**config.mk**
```make
export PLATFORM = sky130hd
export DESIGN_NAME = otp_mirror_mode_control
export DESIGN_NICKNAME = d
export VERILOG_FILES = /design/src/hw/otp_mode_pkg.sv /design/src/hw/fuse_store.sv /design/src/hw/pin_sync.sv /design/src/hw/otp_mirror_mode_control.sv
export SDC_FILE = /design/constraint.sdc
export NUM_CORES = 1
export LEC_CHECK = 0
export ABC_AREA = 1
export BUFFER_PORTS_ARGS = -buffer_cell sky130_fd_sc_hd__buf_2
export CORE_UTILIZATION = 55
export DETAILED_ROUTE_END_ITERATION = 8
export PLACE_DENSITY = 0.77
export SETUP_SLACK_MARGIN = 0.5
export SYNTH_ARGS = -nofsm -noshare
export SYNTH_HDL_FRONTEND = slang
export SYNTH_SLANG_ARGS = --single-unit
```
**constraint.sdc**
```tcl
create_clock -name sys_clk -period 4.83 [get_ports sys_clk]
set_clock_uncertainty 0.05 [all_clocks]
set_input_delay 1.2075 -clock sys_clk [delete_from_list [all_inputs] [get_ports sys_clk]]
set_output_delay 1.2075 -clock sys_clk [all_outputs]
set_load 0.02 [all_outputs]
```
**src/hw/otp_mode_pkg.sv**
```systemverilog
// Purpose: shared constants for the fuse mirror and mode controller
// Assumes: 100 MHz sys_clk
// Notes: fuse array image is one word per store, sector count fixed at two
package otp_mode_pkg;
  localparam int unsigned CFG_W = 16;               // width of one store image
  localparam int unsigned SECTORS = 2;              // sectors per store
  localparam int unsigned CLK_HZ = 100_000_000;
  localparam int unsigned INIT_TIMEOUT_S = 2;       // safety init timeout, seconds
  localparam int unsigned INIT_TIMEOUT_CYC = INIT_TIMEOUT_S * CLK_HZ;
  localparam int unsigned BURN_CYC = 16;            // cycles a burn pulse lasts
  localparam int unsigned SYNC_STAGES = 2;          // pin synchroniser depth
  localparam logic [15:0] DEBUG_LEAVE_VALUE = 16'h4000;
  localparam int unsigned DEBUG_LEAVE_POS = 14;     // bit of the debug leave flag
  localparam logic [1:0] SEC_NONE = 2'h0;
  localparam logic [1:0] SEC_FIRST = 2'h1;
  localparam logic [1:0] SEC_SECOND = 2'h2;
  typedef enum logic [2:0] {
    ST_LOAD = 3'h0,
    ST_HOLD = 3'h1,
    ST_BURN = 3'h2,
    ST_RUN = 3'h3,
    ST_DEAD = 3'h4
  } phase_t;
endpackage

```
**src/hw/fuse_store.sv**
```systemverilog
// Purpose: one fuse store of two sectors with mirror register
// Assumes: burn requests only arrive while access is allowed
// Notes: sectors written strictly first then second
`timescale 1ns/10ps
`default_nettype none
module fuse_store (
  input wire logic sys_clk, // clock
  input wire logic nrst, // async reset, low
  input wire logic load, // copy valid sector into mirror
  input wire logic wipe, // drop emulated content
  input wire logic mirror_we, // host writes mirror
  input wire logic [otp_mode_pkg::CFG_W-1:0] mirror_wdata, // mirror write data
  input wire logic burn, // burn mirror to next sector
  output logic [otp_mode_pkg::CFG_W-1:0] mirror, // mirror content
  output logic [1:0] used, // sectors programmed
  output logic valid, // mirror holds a configuration
  output logic busy // burn in progress
);
  typedef struct packed {
    logic [otp_mode_pkg::CFG_W-1:0] s1;
    logic [otp_mode_pkg::CFG_W-1:0] s2;
    logic [otp_mode_pkg::CFG_W-1:0] mir;
    logic [1:0] used;
    logic valid;
    logic [4:0] cnt;
  } st_t;
  st_t q, d;
  ////////////////////////////////////////////////////////////////
  // next state of sectors and mirror
  always_comb begin
    d = q;
    if (q.cnt != 5'h00) begin
      d.cnt = q.cnt - 5'h01;
    end
    if (load) begin
      d.valid = (q.used != otp_mode_pkg::SEC_NONE);
      d.mir = (q.used == otp_mode_pkg::SEC_SECOND) ? q.s2 :
              (q.used == otp_mode_pkg::SEC_FIRST) ? q.s1 : '0;
    end else if (wipe) begin
      d.valid = (q.used != otp_mode_pkg::SEC_NONE);
      d.mir = (q.used == otp_mode_pkg::SEC_SECOND) ? q.s2 :
              (q.used == otp_mode_pkg::SEC_FIRST) ? q.s1 : '0;
    end else if (mirror_we) begin
      d.mir = mirror_wdata;
      d.valid = 1'b1;
    end
    if (burn && q.cnt == 5'h00) begin
      if (q.used == otp_mode_pkg::SEC_NONE) begin
        d.s1 = q.mir;
        d.used = otp_mode_pkg::SEC_FIRST;
        d.cnt = 5'(otp_mode_pkg::BURN_CYC);
      end else if (q.used == otp_mode_pkg::SEC_FIRST) begin
        d.s2 = q.mir;
        d.used = otp_mode_pkg::SEC_SECOND;
        d.cnt = 5'(otp_mode_pkg::BURN_CYC);
      end
    end
  end
  // state register
  always_ff @(posedge sys_clk or negedge nrst) begin
    if (!nrst) begin
      q <= '0;
    end else begin
      q <= d;
    end
  end
  assign mirror = q.mir;
  assign used = q.used;
  assign valid = q.valid;
  assign busy = (q.cnt != 5'h00);
endmodule
`default_nettype wire

```
**src/hw/pin_sync.sv**
```systemverilog
// Purpose: two-stage synchroniser for a pin level
// Assumes: slow level input
// Notes: first stage read only by second
`timescale 1ns/10ps
`default_nettype none
module pin_sync (
  input wire logic sys_clk, // clock
  input wire logic nrst, // async reset, low
  input wire logic pin, // raw pin level
  output logic level // synchronised level
);
  typedef struct packed {
    logic s1;
    logic s2;
  } st_t;
  st_t q, d;
  // shift chain
  always_comb begin
    d.s1 = pin;
    d.s2 = q.s1;
  end
  // stage registers
  always_ff @(posedge sys_clk or negedge nrst) begin
    if (!nrst) begin
      q <= '0;
    end else begin
      q <= d;
    end
  end
  assign level = q.s2;
endmodule
`default_nettype wire

```
**src/hw/otp_mirror_mode_control.sv**
```systemverilog
// Purpose: fuse mirror loading, burning and operating mode control
// Assumes: host commands arrive as one-cycle strobes from the serial decoder
// Notes: two stores, main and fail-safe, share one mode machine
`timescale 1ns/10ps
`default_nettype none
// Behaviour
// - separate main and fail-safe fuse stores
// - each store has exactly two sectors
// - start-up loads last programmed sector
// - host fills mirror then commands burn
// - burn first sector, then second
// - after second sector no burn, emulation stays
// - fuse access only in test/OTP mode
// - emulation lost on power, deep-safe, standby
// - user mode blocks mirror and fuse access
// - debug: no windowing, timeout, safety reactions
// - normal mode windowing follows window-infinite option
// - debug pin at start enters debug+OTP
// - OTP mode always brings debug mode
// - host command leaves debug or OTP
// - test mode command needs debug pin
// - regulators off during OTP mode
// - leaving OTP starts power-up sequence
// - after OTP exit go safety init
// - configuration always taken from mirrors
// - no configuration means start fails
// - safety output low until debug left
module otp_mirror_mode_control #(
  parameter int unsigned INIT_TIMEOUT = otp_mode_pkg::INIT_TIMEOUT_CYC // safety init timeout
) (
  input wire logic sys_clk, // 100 MHz clock
  input wire logic nrst, // async reset, low
  input wire logic debug_entry_pin, // debug entry pin level
  input wire logic restart, // restart strobe
  input wire logic deep_safe_state, // deep safe state entered, strobe
  input wire logic standby, // standby entered, strobe
  input wire logic cmd_test_enter, // host: enter test mode
  input wire logic cmd_otp_exit, // host: leave OTP mode
  input wire logic failsafe_state_we, // host writes fail-safe state register
  input wire logic [15:0] failsafe_state_wdata, // data for that register
  input wire logic main_mirror_we, // host writes main mirror
  input wire logic [otp_mode_pkg::CFG_W-1:0] main_mirror_wdata, // main mirror data
  input wire logic fs_mirror_we, // host writes fail-safe mirror
  input wire logic [otp_mode_pkg::CFG_W-1:0] fs_mirror_wdata, // fail-safe mirror data
  input wire logic cmd_burn, // host: burn both mirrors
  input wire logic window_infinite_option, // fuse option, from mirror user
  input wire logic init_closed, // safety init closed by good refresh
  output logic [otp_mode_pkg::CFG_W-1:0] main_cfg, // main configuration in use
  output logic [otp_mode_pkg::CFG_W-1:0] fs_cfg, // fail-safe configuration in use
  output logic [1:0] main_used, // main sectors programmed
  output logic [1:0] fs_used, // fail-safe sectors programmed
  output logic mode_otp, // OTP mode
  output logic mode_test, // test mode
  output logic mode_debug, // debug mode
  output logic mode_user, // user mode
  output logic fuse_access, // mirror/fuse access granted
  output logic burning, // burn in progress
  output logic regulators_en, // regulators enabled
  output logic in_safety_init, // fail-safe in safety init state
  output logic init_timeout, // safety init timed out, pulse
  output logic window_en, // watchdog windowing enabled
  output logic safety_react_en, // fail-safe reactions enabled
  output logic safety_output_low, // safety output drive low
  output logic start_fail // no configuration to start with
);
  // all mode state in one record, registered as a whole
  typedef struct packed {
    otp_mode_pkg::phase_t ph;
    logic otp;
    logic test;
    logic dbg;
    logic reg_en;
    logic init;
    logic fs_low;
    logic tmo;
    logic fail;
    logic [31:0] tcnt;
    logic [1:0] settle; // synchroniser wait in LOAD
  } st_t;
  st_t q, d;

  logic dbg_lvl;
  logic load_pulse;
  logic wipe;
  logic access;
  logic burn_ok;
  logic main_valid;
  logic fs_valid;
  logic main_busy;
  logic fs_busy;
  logic restart_lvl;
  logic debug_leave;
  logic settled;
  logic burn_active;
  logic exit_req;
  logic init_counting;
  logic timeout_hit;

  ////////////////////////////////////////////////////////////////
  // pin synchronisers
  // the debug pin is a board level, so it passes two flops first
  pin_sync u_dbg_sync (
    .sys_clk(sys_clk),
    .nrst(nrst),
    .pin(debug_entry_pin),
    .level(dbg_lvl)
  );

  // restart also arrives from outside the clock domain
  pin_sync u_rst_sync (
    .sys_clk(sys_clk),
    .nrst(nrst),
    .pin(restart),
    .level(restart_lvl)
  );
  ////////////////////////////////////////////////////////////////
  // access gating and store control

  assign access = q.test | q.otp;

  // burn from host command
  // both stores burn together so their sector counts never drift apart
  assign burn_ok = cmd_burn & access;

  // mirrors follow the fuses for every cycle spent in LOAD
  assign load_pulse = (q.ph == otp_mode_pkg::ST_LOAD);

  assign wipe = deep_safe_state | standby;

  // debug leave bit written
  // only the flag bit is decoded; the other bits belong elsewhere
  assign debug_leave = failsafe_state_we &
                       failsafe_state_wdata[otp_mode_pkg::DEBUG_LEAVE_POS];

  fuse_store u_main (
    .sys_clk(sys_clk),
    .nrst(nrst),
    .load(load_pulse),
    .wipe(wipe),
    .mirror_we(main_mirror_we & access),
    .mirror_wdata(main_mirror_wdata),
    .burn(burn_ok),
    .mirror(main_cfg),
    .used(main_used),
    .valid(main_valid),
    .busy(main_busy)
  );

  // fail-safe store, driven by the same load, wipe and burn
  fuse_store u_fs (
    .sys_clk(sys_clk),
    .nrst(nrst),
    .load(load_pulse),
    .wipe(wipe),
    .mirror_we(fs_mirror_we & access),
    .mirror_wdata(fs_mirror_wdata),
    .burn(burn_ok),
    .mirror(fs_cfg),
    .used(fs_used),
    .valid(fs_valid),
    .busy(fs_busy)
  );
  ////////////////////////////////////////////////////////////////
  // decisions used by the mode machine

  // pin has passed both synchroniser stages since reset or restart
  // the count lives in the state so a restart can clear it
  assign settled = (q.settle == 2'(otp_mode_pkg::SYNC_STAGES));

  // either store still writing its fuse sector
  assign burn_active = main_busy | fs_busy;

  // OTP left by command or by pin removal
  assign exit_req = cmd_otp_exit | ~dbg_lvl;

  // timer runs in normal mode, option clear
  assign init_counting = ~q.dbg & ~window_infinite_option;

  // last counted cycle of the safety init window
  assign timeout_hit = (q.tcnt == 32'(INIT_TIMEOUT - 1));

  ////////////////////////////////////////////////////////////////
  // mode and power-up sequencing
  //
  // phases: LOAD waits for the pin synchroniser and copies the fuses,
  // HOLD is OTP mode with the regulators off, BURN keeps HOLD from
  // being left after the first busy cycle of a fuse write, RUN checks that both mirrors
  // hold an image and powers up, DEAD is the running or stuck state
  always_comb begin
    d = q;
    d.tmo = 1'b0;
    case (q.ph)

      otp_mode_pkg::ST_LOAD: begin
        // outputs stay safe while the pin is still in the synchroniser
        d.reg_en = 1'b0;
        d.init = 1'b0;
        d.fs_low = 1'b1;
        if (!settled) begin
          // the first edges after reset would read a pin as absent
          d.settle = q.settle + 2'h1;
        end else begin
          d.otp = dbg_lvl;
          d.dbg = dbg_lvl;
          d.test = dbg_lvl;
          d.ph = dbg_lvl ? otp_mode_pkg::ST_HOLD : otp_mode_pkg::ST_RUN;
        end
      end

      otp_mode_pkg::ST_HOLD: begin
        d.reg_en = 1'b0;
        if (burn_active) begin
          d.ph = otp_mode_pkg::ST_BURN;
        end
        if (exit_req) begin
          d.otp = 1'b0;
          d.ph = otp_mode_pkg::ST_RUN;
        end
      end

      otp_mode_pkg::ST_BURN: begin
        // hold off exit until the fuse write ends; a half-written
        // sector would be read back at the next start
        if (!burn_active) begin
          d.ph = otp_mode_pkg::ST_HOLD;
        end
      end

      otp_mode_pkg::ST_RUN: begin
        if (!(main_valid & fs_valid)) begin
          // regulators stay off, only a reset or restart helps
          d.fail = 1'b1;
          d.ph = otp_mode_pkg::ST_DEAD;
        end else begin
          d.reg_en = 1'b1;
          d.init = 1'b1;
          d.tcnt = '0;
          d.fail = 1'b0;
          d.ph = otp_mode_pkg::ST_DEAD;
        end
      end

      otp_mode_pkg::ST_DEAD: begin
        // running, or stuck when start failed
        if (q.init) begin
          if (init_closed) begin
            // a good refresh closes the window before the timer
            d.init = 1'b0;
          end else if (init_counting) begin
            d.tcnt = q.tcnt + 32'h00000001;
            if (timeout_hit) begin
              d.tmo = 1'b1;
              d.init = 1'b0;
            end
          end
        end
      end

      default: begin
        // unused codes fall back to a fresh start
        d.ph = otp_mode_pkg::ST_LOAD;
      end

    endcase

    if (cmd_test_enter && dbg_lvl) begin
      d.test = 1'b1;
    end

    // debug leave releases hold
    // ignored in OTP mode so the safety output cannot be released
    // while the regulators are still held off
    if (debug_leave && !d.otp) begin
      d.dbg = 1'b0;
      d.fs_low = 1'b0;
    end

    // restart rescans the pin
    // the settle count starts again so the new level is taken
    if (restart_lvl) begin
      d.ph = otp_mode_pkg::ST_LOAD;
      d.settle = '0;
    end
  end

  // state register
  always_ff @(posedge sys_clk or negedge nrst) begin
    if (!nrst) begin
      q <= '{ph: otp_mode_pkg::ST_LOAD, fs_low: 1'b1, default: '0};
    end else begin
      q <= d;
    end
  end
  ////////////////////////////////////////////////////////////////
  // outputs
  // status levels other than window_en are decodes of flops, so they move one edge after

  // mode flags
  assign mode_otp = q.otp;
  assign mode_test = q.test | q.otp;
  assign mode_debug = q.dbg | q.otp;
  // user mode whenever no test or OTP
  assign mode_user = ~(q.test | q.otp);

  // store status seen by the host
  assign fuse_access = access;
  assign burning = burn_active;

  // power and fail-safe status
  assign regulators_en = q.reg_en & ~q.otp; // OTP wins over a stale enable
  assign in_safety_init = q.init;
  assign init_timeout = q.tmo;
  assign start_fail = q.fail;

  // debug disables windowing
  // the option is read live, so a mirror change applies at once
  assign window_en = ~(q.dbg | q.otp) & ~window_infinite_option;
  assign safety_react_en = ~(q.dbg | q.otp);

  assign safety_output_low = q.fs_low;
endmodule
`default_nettype wire

```
== Word level (Yosys, flattened, before mapping) ==
Cells that the tools add are included.

* Mux-type cells: 62
* Bitwise operators: 21
* Add/sub/neg operators: 4
* Eq/ne operators: 19
* Reduce and logical (&&, ||, !) cells: 40

{| class="wikitable"
|+ Operator list
! cell !! count
|-
| $mux W16 || 10
|-
| $mux W32 || 4
|-
| $pmux W32 S2 || 1
|-
| $mux W5 || 8
|-
| $add A32 B1 Y32 const B || 1
|-
| $eq A32 B28 Y1 const B || 1
|-
| $reduce_bool A2 Y1 || 11
|-
| $mux W1 || 20
|-
| $mux W2 || 10
|-
| $reduce_and A2 Y1 || 9
|-
| $pmux W3 S5 || 1
|-
| $logic_not A5 Y1 || 2
|-
| $reduce_bool A5 Y1 || 2
|-
| $sub A5 B1 Y5 const B || 2
|-
| $mux W3 || 3
|-
| $reduce_bool A3 Y1 || 3
|-
| $and A1 B1 Y1 || 8
|-
| $ne A2 B2 Y1 const B || 4
|-
| $not A1 Y1 || 8
|-
| $eq A2 B2 Y1 const B || 3
|-
| $eq A3 B2 Y1 const B || 2
|-
| $mux W6 || 1
|-
| $reduce_and A3 Y1 || 2
|-
| $or A1 B1 Y1 || 5
|-
| other kinds (18) || 25
|}

* Register bits: 161
* Output and inout port bits: 49
* Input port bits: 62

== Logic depth before layout (Yosys ltp) ==
Gate-level depths: netlist of the first run.

* Word-level depth: 9
* Mapped depth: 10
* Depth with buffers taken out: 10

== Hierarchy ==
A second synthesis of the first run with hierarchy kept.

* Cell total of the unflattened synthesis: 1232
* Area total of the unflattened synthesis: 9181.3 µm²

{| class="wikitable"
|+ Modules (own cells, without submodules)
! module !! area each (µm²) !! seq. area each (µm²) !! instances !! cells each
|-
| fuse_store (u_fs) || 3106.7 || 1401.3 || 1 || 397
|-
| fuse_store (u_main) || 3096.7 || 1401.3 || 1 || 397
|-
| otp_mirror_mode_control || 2877.8 || 1127.3 || 1 || 434
|-
| pin_sync || 50.0 || 50.0 || 2 || 2
|}

== Least setup slack after synthesis of the first run ==
OpenSTA, ideal clock, no wires.

* Path kind: input to output
* From: input port window_infinite_option
* To: output port window_en
* Slack: 1.982 ns
* Required time: 3.573 ns
* Path buffers: 0
* Arrival time: 1.590 ns
* Cell stages on the path: 3
* Cell sequence: inv_1 -> nand2_1 -> nor2_1

* Word-level cells in the longest chain between the ends: 2

{| class="wikitable"
|+ Ends and longest elaborated chain
! element !! line !! RTL
|-
| from (decl) || otp_mirror_mode_control.sv:46 || <nowiki>input wire logic window_infinite_option,</nowiki>
|-
| $not A1 Y1 || otp_mirror_mode_control.sv:317 || <nowiki>assign window_en = ~(q.dbg | q.otp) & ~window_infinite_option;</nowiki>
|-
| $and A1 B1 Y1 || otp_mirror_mode_control.sv:317 ||
|-
| to (decl) || otp_mirror_mode_control.sv:61 || <nowiki>output logic window_en,</nowiki>
|}

Every way passes these cells.

== Worst setup path in the final report of the first run ==
* From: register u_main.q[0] (netlist name)
* To: output port burning

* Word-level cells in the longest chain between the ends: 2

{| class="wikitable"
|+ Ends and longest elaborated chain
! element !! line !! RTL
|-
| from (decl) || fuse_store.sv:27 || <nowiki>st_t q, d;</nowiki>
|-
| from (signal assigned) || fuse_store.sv:62 || <nowiki>q <= '0;</nowiki>
|-
| from (signal assigned) || fuse_store.sv:64 || <nowiki>q <= d;</nowiki>
|-
| $reduce_bool A5 Y1 || fuse_store.sv:70 || <nowiki>assign busy = (q.cnt != 5'h00);</nowiki>
|-
| $or A1 B1 Y1 || otp_mirror_mode_control.sv:171 || <nowiki>assign burn_active = main_busy | fs_busy;</nowiki>
|-
| to (decl) || otp_mirror_mode_control.sv:57 || <nowiki>output logic burning,</nowiki>
|}

Every way passes these cells.

==> results of run 1 <==
[power by group through the flow]
stage          clock network [mW]  logic [mW]  registers (mW)
3_5_place_dp                    0       0.667            1.53
2_1_floorplan                   0       0.518            1.53
5_1_grt                      1.44       0.746            1.52
6_report                     1.35       0.672            1.51
4_1_cts                      1.38       0.676            1.51
3_3_place_gp                    0       0.660            1.53
[through the flow]
| step | instances | hold WS [ns] |
|---|---|---|
| 6_report | 1273 | 0.2992 |
| 5_1_grt | 1273 | 0.3111 |
| 4_1_cts | 1273 | 0.2995 |
| 3_5_place_dp | 1241 | 0.2847 |
| 3_3_place_gp | 1241 | 0.2829 |
| 2_1_floorplan | 1041 | 0.2812 |
[cell usage in the layout, fill, tap and decap left out, drive strengths merged]
master,n
nand2,196
dfrtp,160
inv,151
nor2,145
o21ai,112
buf,98
nand3,74
a31oi,32
o22ai,32
clkbuf,19
a21oi,17
nand4,14
nor3,5
or2,5
ha,4
clkinv,4
xnor2,3
xor2,3
o31ai,3
a211oi,2
bufinv,2
clkinvlp,2
nand3b,2
nor3b,1
o21bai,1
nor2b,1
dfstp,1
[how the worst min path moves through the flow]
stage                               start  slack [ns]          endpoint  cells past startpoint
after CTS                 u_rst_sync.d[0]        0.30  u_rst_sync.level                      0
after global routing      u_rst_sync.d[0]        0.31  u_rst_sync.level                      0
final                     u_rst_sync.d[0]        0.30  u_rst_sync.level                      0
after detailed placement  u_rst_sync.d[0]        0.28  u_rst_sync.level                      0
after floorplan           u_dbg_sync.d[0]        0.28  u_dbg_sync.level                      0
after global placement    u_dbg_sync.d[0]        0.28  u_dbg_sync.level                      0
[Yosys cell counts (all sizes together), types with 3 or more instances]
library cell / number / share of area, %
clkbuf: 24 / 1.1
nand2: 196 / 9.2
a31oi: 32 / 2.4
xor2: 3 / 0.32
dfrtp: 160 / 49
o31ai: 3 / 0.27
nor2: 145 / 7.2
or2: 5 / 0.38
o22ai: 32 / 2.4
inv: 146 / 6.7
nor3: 5 / 0.30
xnor2: 3 / 0.32
o21ai: 112 / 6.8
ha: 4 / 0.61
a21oi: 17 / 1.1
nand3: 74 / 5.1
nand4: 14 / 1.1
buf: 58 / 4.9
[kinds of logic (layout without fill, tap and decap cells)]
logic type	Yosys count	after routing	share of synthesized area, %
simple gates	443	443	23.68
buf+inv	228	276	12.71
compound gates	199	199	13.36
flops	161	161	49.01
xor+xnor	6	6	0.6392
fa+ha+maj	4	4	0.6087
[area by class of cell]
class	count	area, um2	share of cell area [%]
Clock buffer	19	442.9	4.886
Clock inverter	13	148.9	1.643
Inverter	146	548.0	6.046
Multi-Input combinational cell	652	3148	34.73
Sequential cell	161	4030	44.46
Tap cell	184	230.2	2.540
Timing Repair Buffer	98	516.7	5.700
[per-layer routing]
layer	track usage [%]	wire [um]
met5	0	0
met4	6.875	202
met3	5.069	800
met2	37.86	8427
met1	33.72	8365
[sequential cells by signal (all words and copies together), names as in the netlist]
signal and count:
u_main.used 2, u_fs.valid 1, init_timeout 1, safety_output_low 1, u_fs.mirror 16, in_safety_init 1, u_rst_sync.level 1, u_fs.q 37
q 40, mode_otp 1, u_rst_sync.d 1, u_main.q 37, u_dbg_sync.level 1, start_fail 1, u_dbg_sync.d 1, u_main.valid 1
u_fs.used 2, u_main.mirror 16
[worst reg2reg max path: cells and delay by family, from the launching register on]
kind	cells	cell delay [ns]
AO/OA/AOI/OAI	1	0.42
AND/OR/NAND/NOR	4	1.37
buffers and inverters	1	0.08
flip-flops	1	0.43
==> metrics.md, run 1 <==
| Metric | Value |
|---|---|
| Postcts setup bufs | `0` |
| Clock power share | `38.3%` |
| Synth Net Count | `1107` |
| Clock latency on the worst-skew pair | `0.43 ns` |
| Hold Path Class | `reg -> reg` |
| Reg2reg end | `u_main.q[50]` |
| Seq pwr share | `42.7%` |
| Clock Root Buffer | `clkbuf_16` |
| 1st-iter DRT viols | `575` |
| VDD IR max | `362.0 uV` |
| Pwr/cell area | `389.9 mW/mm2` |
| Initial Util | `56.58%` |
| TritonCTS Buffers | `17` |
| Crit path launch | `u_main.q[0]` |
| WL per Instance | `13.98 um` |
| First-pass GRT wire length | `30.41 mm` |
| Die area | `0.01544 mm2` |
| Setup crit end | `burning` |
| GPL Wtd Cong | `0.8615` |
| FF-to-FF Start | `mode_otp` |
| DRC Markers | `0` |
| CTS Hold Bufs | `0` |
| Worst-margin pin slew | `0.9665 ns` |
| Status | `finished clean` |
| Combinational cell fraction of total power | `19.0%` |
| Worst r2r path cells | `6` |
| Async set-reset flop share out of synthesis | `100.0%` |
| Design area | `0.009065 mm2` |
| Crit path time final | `3.128 ns` |
| Final Setup Violations | `0` |
| CP required | `3.57 ns` |
| Clk buf depth | `2` |
| Seq/Total Area, Yosys | `49.01%` |
| Synthesized area | `0.008223 mm2` |
| Post-Route Setup TNS | `0 ns` |
| Critical Path End Type | `output port` |
| Internal power | `2.426 mW` |
| Layout area overhead | `10.24%` |
| CP max stage cell | `dfrtp_1` |
| F_max | `0.3197 GHz` |
| Relative slew slack | `35.41%` |
| CTS clk-pin slew, worst paths | `0.07 ns` |
| Average size of a mapped cell | `7.899 um2` |
| Critical path peak fanout | `8` |
| # rows | `44` |
| RSZ-0062 raised after global routing | `false` |
| Crit path max-delay family | `simple AND/OR/NAND/NOR gates` |
| Main synth FF type | `dfrtp_1` |
| Vias in the first global route | `6286` |
| Final Util | `62.37%` |
| Net switching power | `1.108 mW` |
| Placed standard-cell area | `0.008473 mm2` |
| Top-level port count | `111` |
| Routed WL | `17.80 mm` |
| Initial antenna violation count | `0` |
| Leak | `4.366 nW` |
| Worst Path Buf+Inv | `3` |
| Die X | `124.3 um` |
| Gr ovfl total | `0` |
| Max-cap viol count | `0` |
| Post-synth EDFFs | `0` |
| Crit path largest cell delay | `0.37 ns` |
| Crit path DAT | `1.87 ns` |
| CTS tree | `done` |
| Cell chain of the critical path | `inv_1 -> ha_1 -> nand3b_2 -> nor2_1 -> inv_1 -> buf_2` |
| Dpl hpwl | `11.23 mm` |
| Worst reg2reg setup slack | `2.39 ns` |
| Total track usage | `24.07%` |
| DRT antenna net count | `0` |
| H-tree depth | `4` |
| Port bufs | `95` |
| Tot Pwr | `3.535 mW` |
| Critical path type | `reg -> out` |
| Routed vias | `6782` |
| Core footprint | `0.01453 mm2` |
| Pre-CTS worst setup slack | `1.876 ns` |
| Drt first pass iters | `5` |
| CTS sink count | `161` |
| Crit start category | `register` |
| Sw Ratio | `31.36%` |
| ANT cells | `0` |
| Vias per cell | `5.328` |
| Die height | `124.3 um` |
| Post-route setup slack | `1.702 ns` |
| Worst path most repeated cell | `inv_1` |
| Share of cells above drive strength 1 | `15.34%` |
| Fin crit share | `64.76%` |
| Synthesized flop and latch total | `161` |
| Synth cell types | `38` |
| Largest net degree at the start of global routing | `103` |
| Post_cts resized | `0` |
| Synth warn | `0` |
| Final hold violation count | `0` |
| Cells after Synth | `1041` |
| Pins Over Slew Limit | `0` |
| Layout Nets | `1142` |
| Critical Path Stages | `6` |
| Fill count | `1296` |
Note: power is estimated with default switching activity, not from simulation.
==> inputs of run 2 (changes only) <==
==> constraint.sdc (replaced) <==
create_clock -name sys_clk -period 3 [get_ports sys_clk]
set_clock_uncertainty 0.05 [all_clocks]
set_input_delay 0.75 -clock sys_clk [delete_from_list [all_inputs] [get_ports sys_clk]]
set_output_delay 0.75 -clock sys_clk [all_outputs]
set_load 0.02 [all_outputs]
==> run 2 against run 1 <==
  * Wire length rose by 2.1%
  * First-iteration DRC count fell by 8.2%
  * Die area did not move
  * Worst setup slack worse by 1.1 ns
  * Worst hold slack got worse by 0.062 ns
  * Critical path type unchanged
  * Critical endpoint unchanged
  * Largest cell class unchanged
==> metrics.md, run 2 (synthesis gave the netlist of run 1 again) <==
| Metric | Value |
|---|---|
| Routed WL | `18.17 mm (+2.1%)` |
| Worst-margin pin slew | `0.7608 ns (-0.2057 ns)` |
| Core footprint | `0.01453 mm2 (unchanged)` |
| Crit start category | `register` |
| WL per Instance | `14.16 um (+1.3%)` |
| Reg with most FFs | `q` |
| Post-route setup slack | `0.5934 ns (-1.109 ns)` |
| DRC Markers | `0 (unchanged)` |
| Die X | `124.3 um (unchanged)` |
| Clock latency on the worst-skew pair | `0.42 ns (about the same)` |
| F_max | `0.4155 GHz` |
| Crit path DAT | `1.61 ns (-0.26 ns)` |
| Clk buf depth | `2 (unchanged)` |
| Critical Path End Type | `output port` |
| Status | `finished clean` |
| Initial antenna violation count | `0 (unchanged)` |
| Vias in the first global route | `6543 (+4.1%)` |
| H-tree depth | `4 (unchanged)` |
| Final Setup Violations | `0 (unchanged)` |
| Most frequent cells in the layout | `191 x nand2_1, 160 x dfrtp_1, 139 x inv_1` |
| RSZ-0062 raised after global routing | `false` |
| ANT cells | `0 (unchanged)` |
| Die area | `0.01544 mm2 (unchanged)` |
| Max reg flops | `40 (unchanged)` |
| Leak | `4.426 nW (+1.4%)` |
| Critical path peak fanout | `7 (-1)` |
| Max-cap viol count | `0 (unchanged)` |
| Total track usage | `24.83% (+0.75 points)` |
| Final hold violation count | `0 (unchanged)` |
| Pins Over Slew Limit | `0 (unchanged)` |
| CTS tree | `done` |
| Share of cells above drive strength 1 | `16.65% (+1.3 points)` |
| Non-filler cells in the finished layout | `1283 (+0.79%)` |
| Vias per cell | `5.314 (-0.25%)` |
| DRT antenna net count | `0 (unchanged)` |
| Layout Nets | `1155 (+1.1%)` |
| # rows | `44 (unchanged)` |
| Critical path type | `reg -> out` |
| Largest net degree at the start of global routing | `61 (-41%)` |
| VDD IR max | `387.7 uV (+7.1%)` |
| 1st-iter DRT viols | `528 (-8.2%)` |
| Hold Path Class | `in -> async` |
| Dpl hpwl | `11.66 mm (+3.8%)` |
| Relative slew slack | `49.28% (+14 points)` |
| Fill count | `1273 (-1.8%)` |
| Most common cell after layout, fill and taps aside | `nand2_1` |
| Clock Root Buffer | `clkbuf_16` |
| Tot Pwr | `5.620 mW (+59%)` |
| CP required | `2.20 ns (-1.37 ns)` |
| Crit path time final | `2.407 ns` |
| Drt first pass iters | `6 (+1)` |
| Fin crit share | `80.22%` |
| TritonCTS Buffers | `17 (unchanged)` |
| Post-Route Setup TNS | `0 ns (unchanged)` |
| Layout area overhead | `11.82%` |
| Port bufs | `95 (unchanged)` |
| CTS sink count | `161 (unchanged)` |
| Area of the multi-input gates | `0.003202 mm2 (+1.7%)` |
| GPL Wtd Cong | `0.8419 (-2.3%)` |
| Gr ovfl total | `0 (unchanged)` |
| Worst Hold Margin | `0.2371 ns (-0.06210 ns)` |
| Top-level port count | `111 (unchanged)` |
| Routed vias | `6818 (+0.53%)` |
| Reg area | `0.004030 mm2 (unchanged)` |
| Inst Count DP | `1250 (+0.73%)` |
| CTS clk-pin slew, worst paths | `0.06 ns (about the same)` |
| Initial Util | `56.58% (unchanged)` |
| Pre-CTS worst setup slack | `0.7601 ns (-1.116 ns)` |
| Pwr/cell area | `611.2 mW/mm2 (+57%)` |
| First-pass GRT wire length | `31.24 mm (+2.7%)` |
| Biggest regs | `q x40, u_fs.q x37, u_main.q x37` |
| Die height | `124.3 um (unchanged)` |
## run 2: cell count changes in the layout (fill, tap and decap cells not counted), sizes merged
| cell | delta |
|---|---|
| clkbuf | +1 |
| inv | -4 |
| buf | +13 |
## run 2: path summary, 6_finish.rpt
kind | depth (start not counted) | to | from | slack [ns]
worst max-delay path | 6 | burning | u_main.q[1] | 0.59
worst min-delay path | 1 | q[39] | nrst | 0.24
worst max register to register | 7 | u_main.q[25] | u_main.q[1] | 0.84
worst min register to register | 0 | u_rst_sync.level | u_rst_sync.d[0] | 0.30
max in group asynchronous | 2 | u_main.q[38] | nrst | 1.88
min in group sys_clk | 0 | u_rst_sync.level | u_rst_sync.d[0] | 0.30
## run 2: through the flow
step | cell area, um2 | util [%]
finish | 9195 | 63.27
global route | 9195 | 63.27
CTS | 9138 | 62.87
detailed placement | 8553 | 58.85
global placement | 8553 | 58.85
floorplan | 8223 | -
## run 2: worst max-delay path: stages (launching register included)
cell and delay (ns):
dfrtp_1 0.39, inv_1 0.09, ha_4 0.16, nand3b_4 0.14, nor2_4 0.18, inv_1 0.06, buf_2 0.15
## run 2: power by group
group	internal, mW	total (mW)	leakage [nW]	switching (mW)
clock	1.23	2.10	0.268	0.864
combinational	0.336	1.09	1.96	0.757
sequential	2.32	2.43	2.20	0.107
total	3.89	5.62	4.43	1.73
## run 2: repair_timing
item	in CTS	in global routing
hold buffers	0	0
setup endpoints to repair	1	1
setup buffers	0	4
resized for setup	5	7
pin swaps	0	1
## run 2: cell type report
class | count | area share, %
clock buffers | 20 | 4.858
clock inverters | 9 | 1.211
inverters | 146 | 5.960
multi-input cells | 652 | 34.82
flip-flops and latches | 161 | 43.83
well taps | 184 | 2.504
repair buffers | 111 | 6.817
## run 2: layer usage
metal / routed length (um) / share of wire [%] / GRT usage [%]
met5: 0 / 0 / 0
met4: 310 / 1.7 / 8.575
met3: 814 / 4.5 / 5.284
met2: 8682 / 48 / 39.29
met1: 8361 / 46 / 33.92
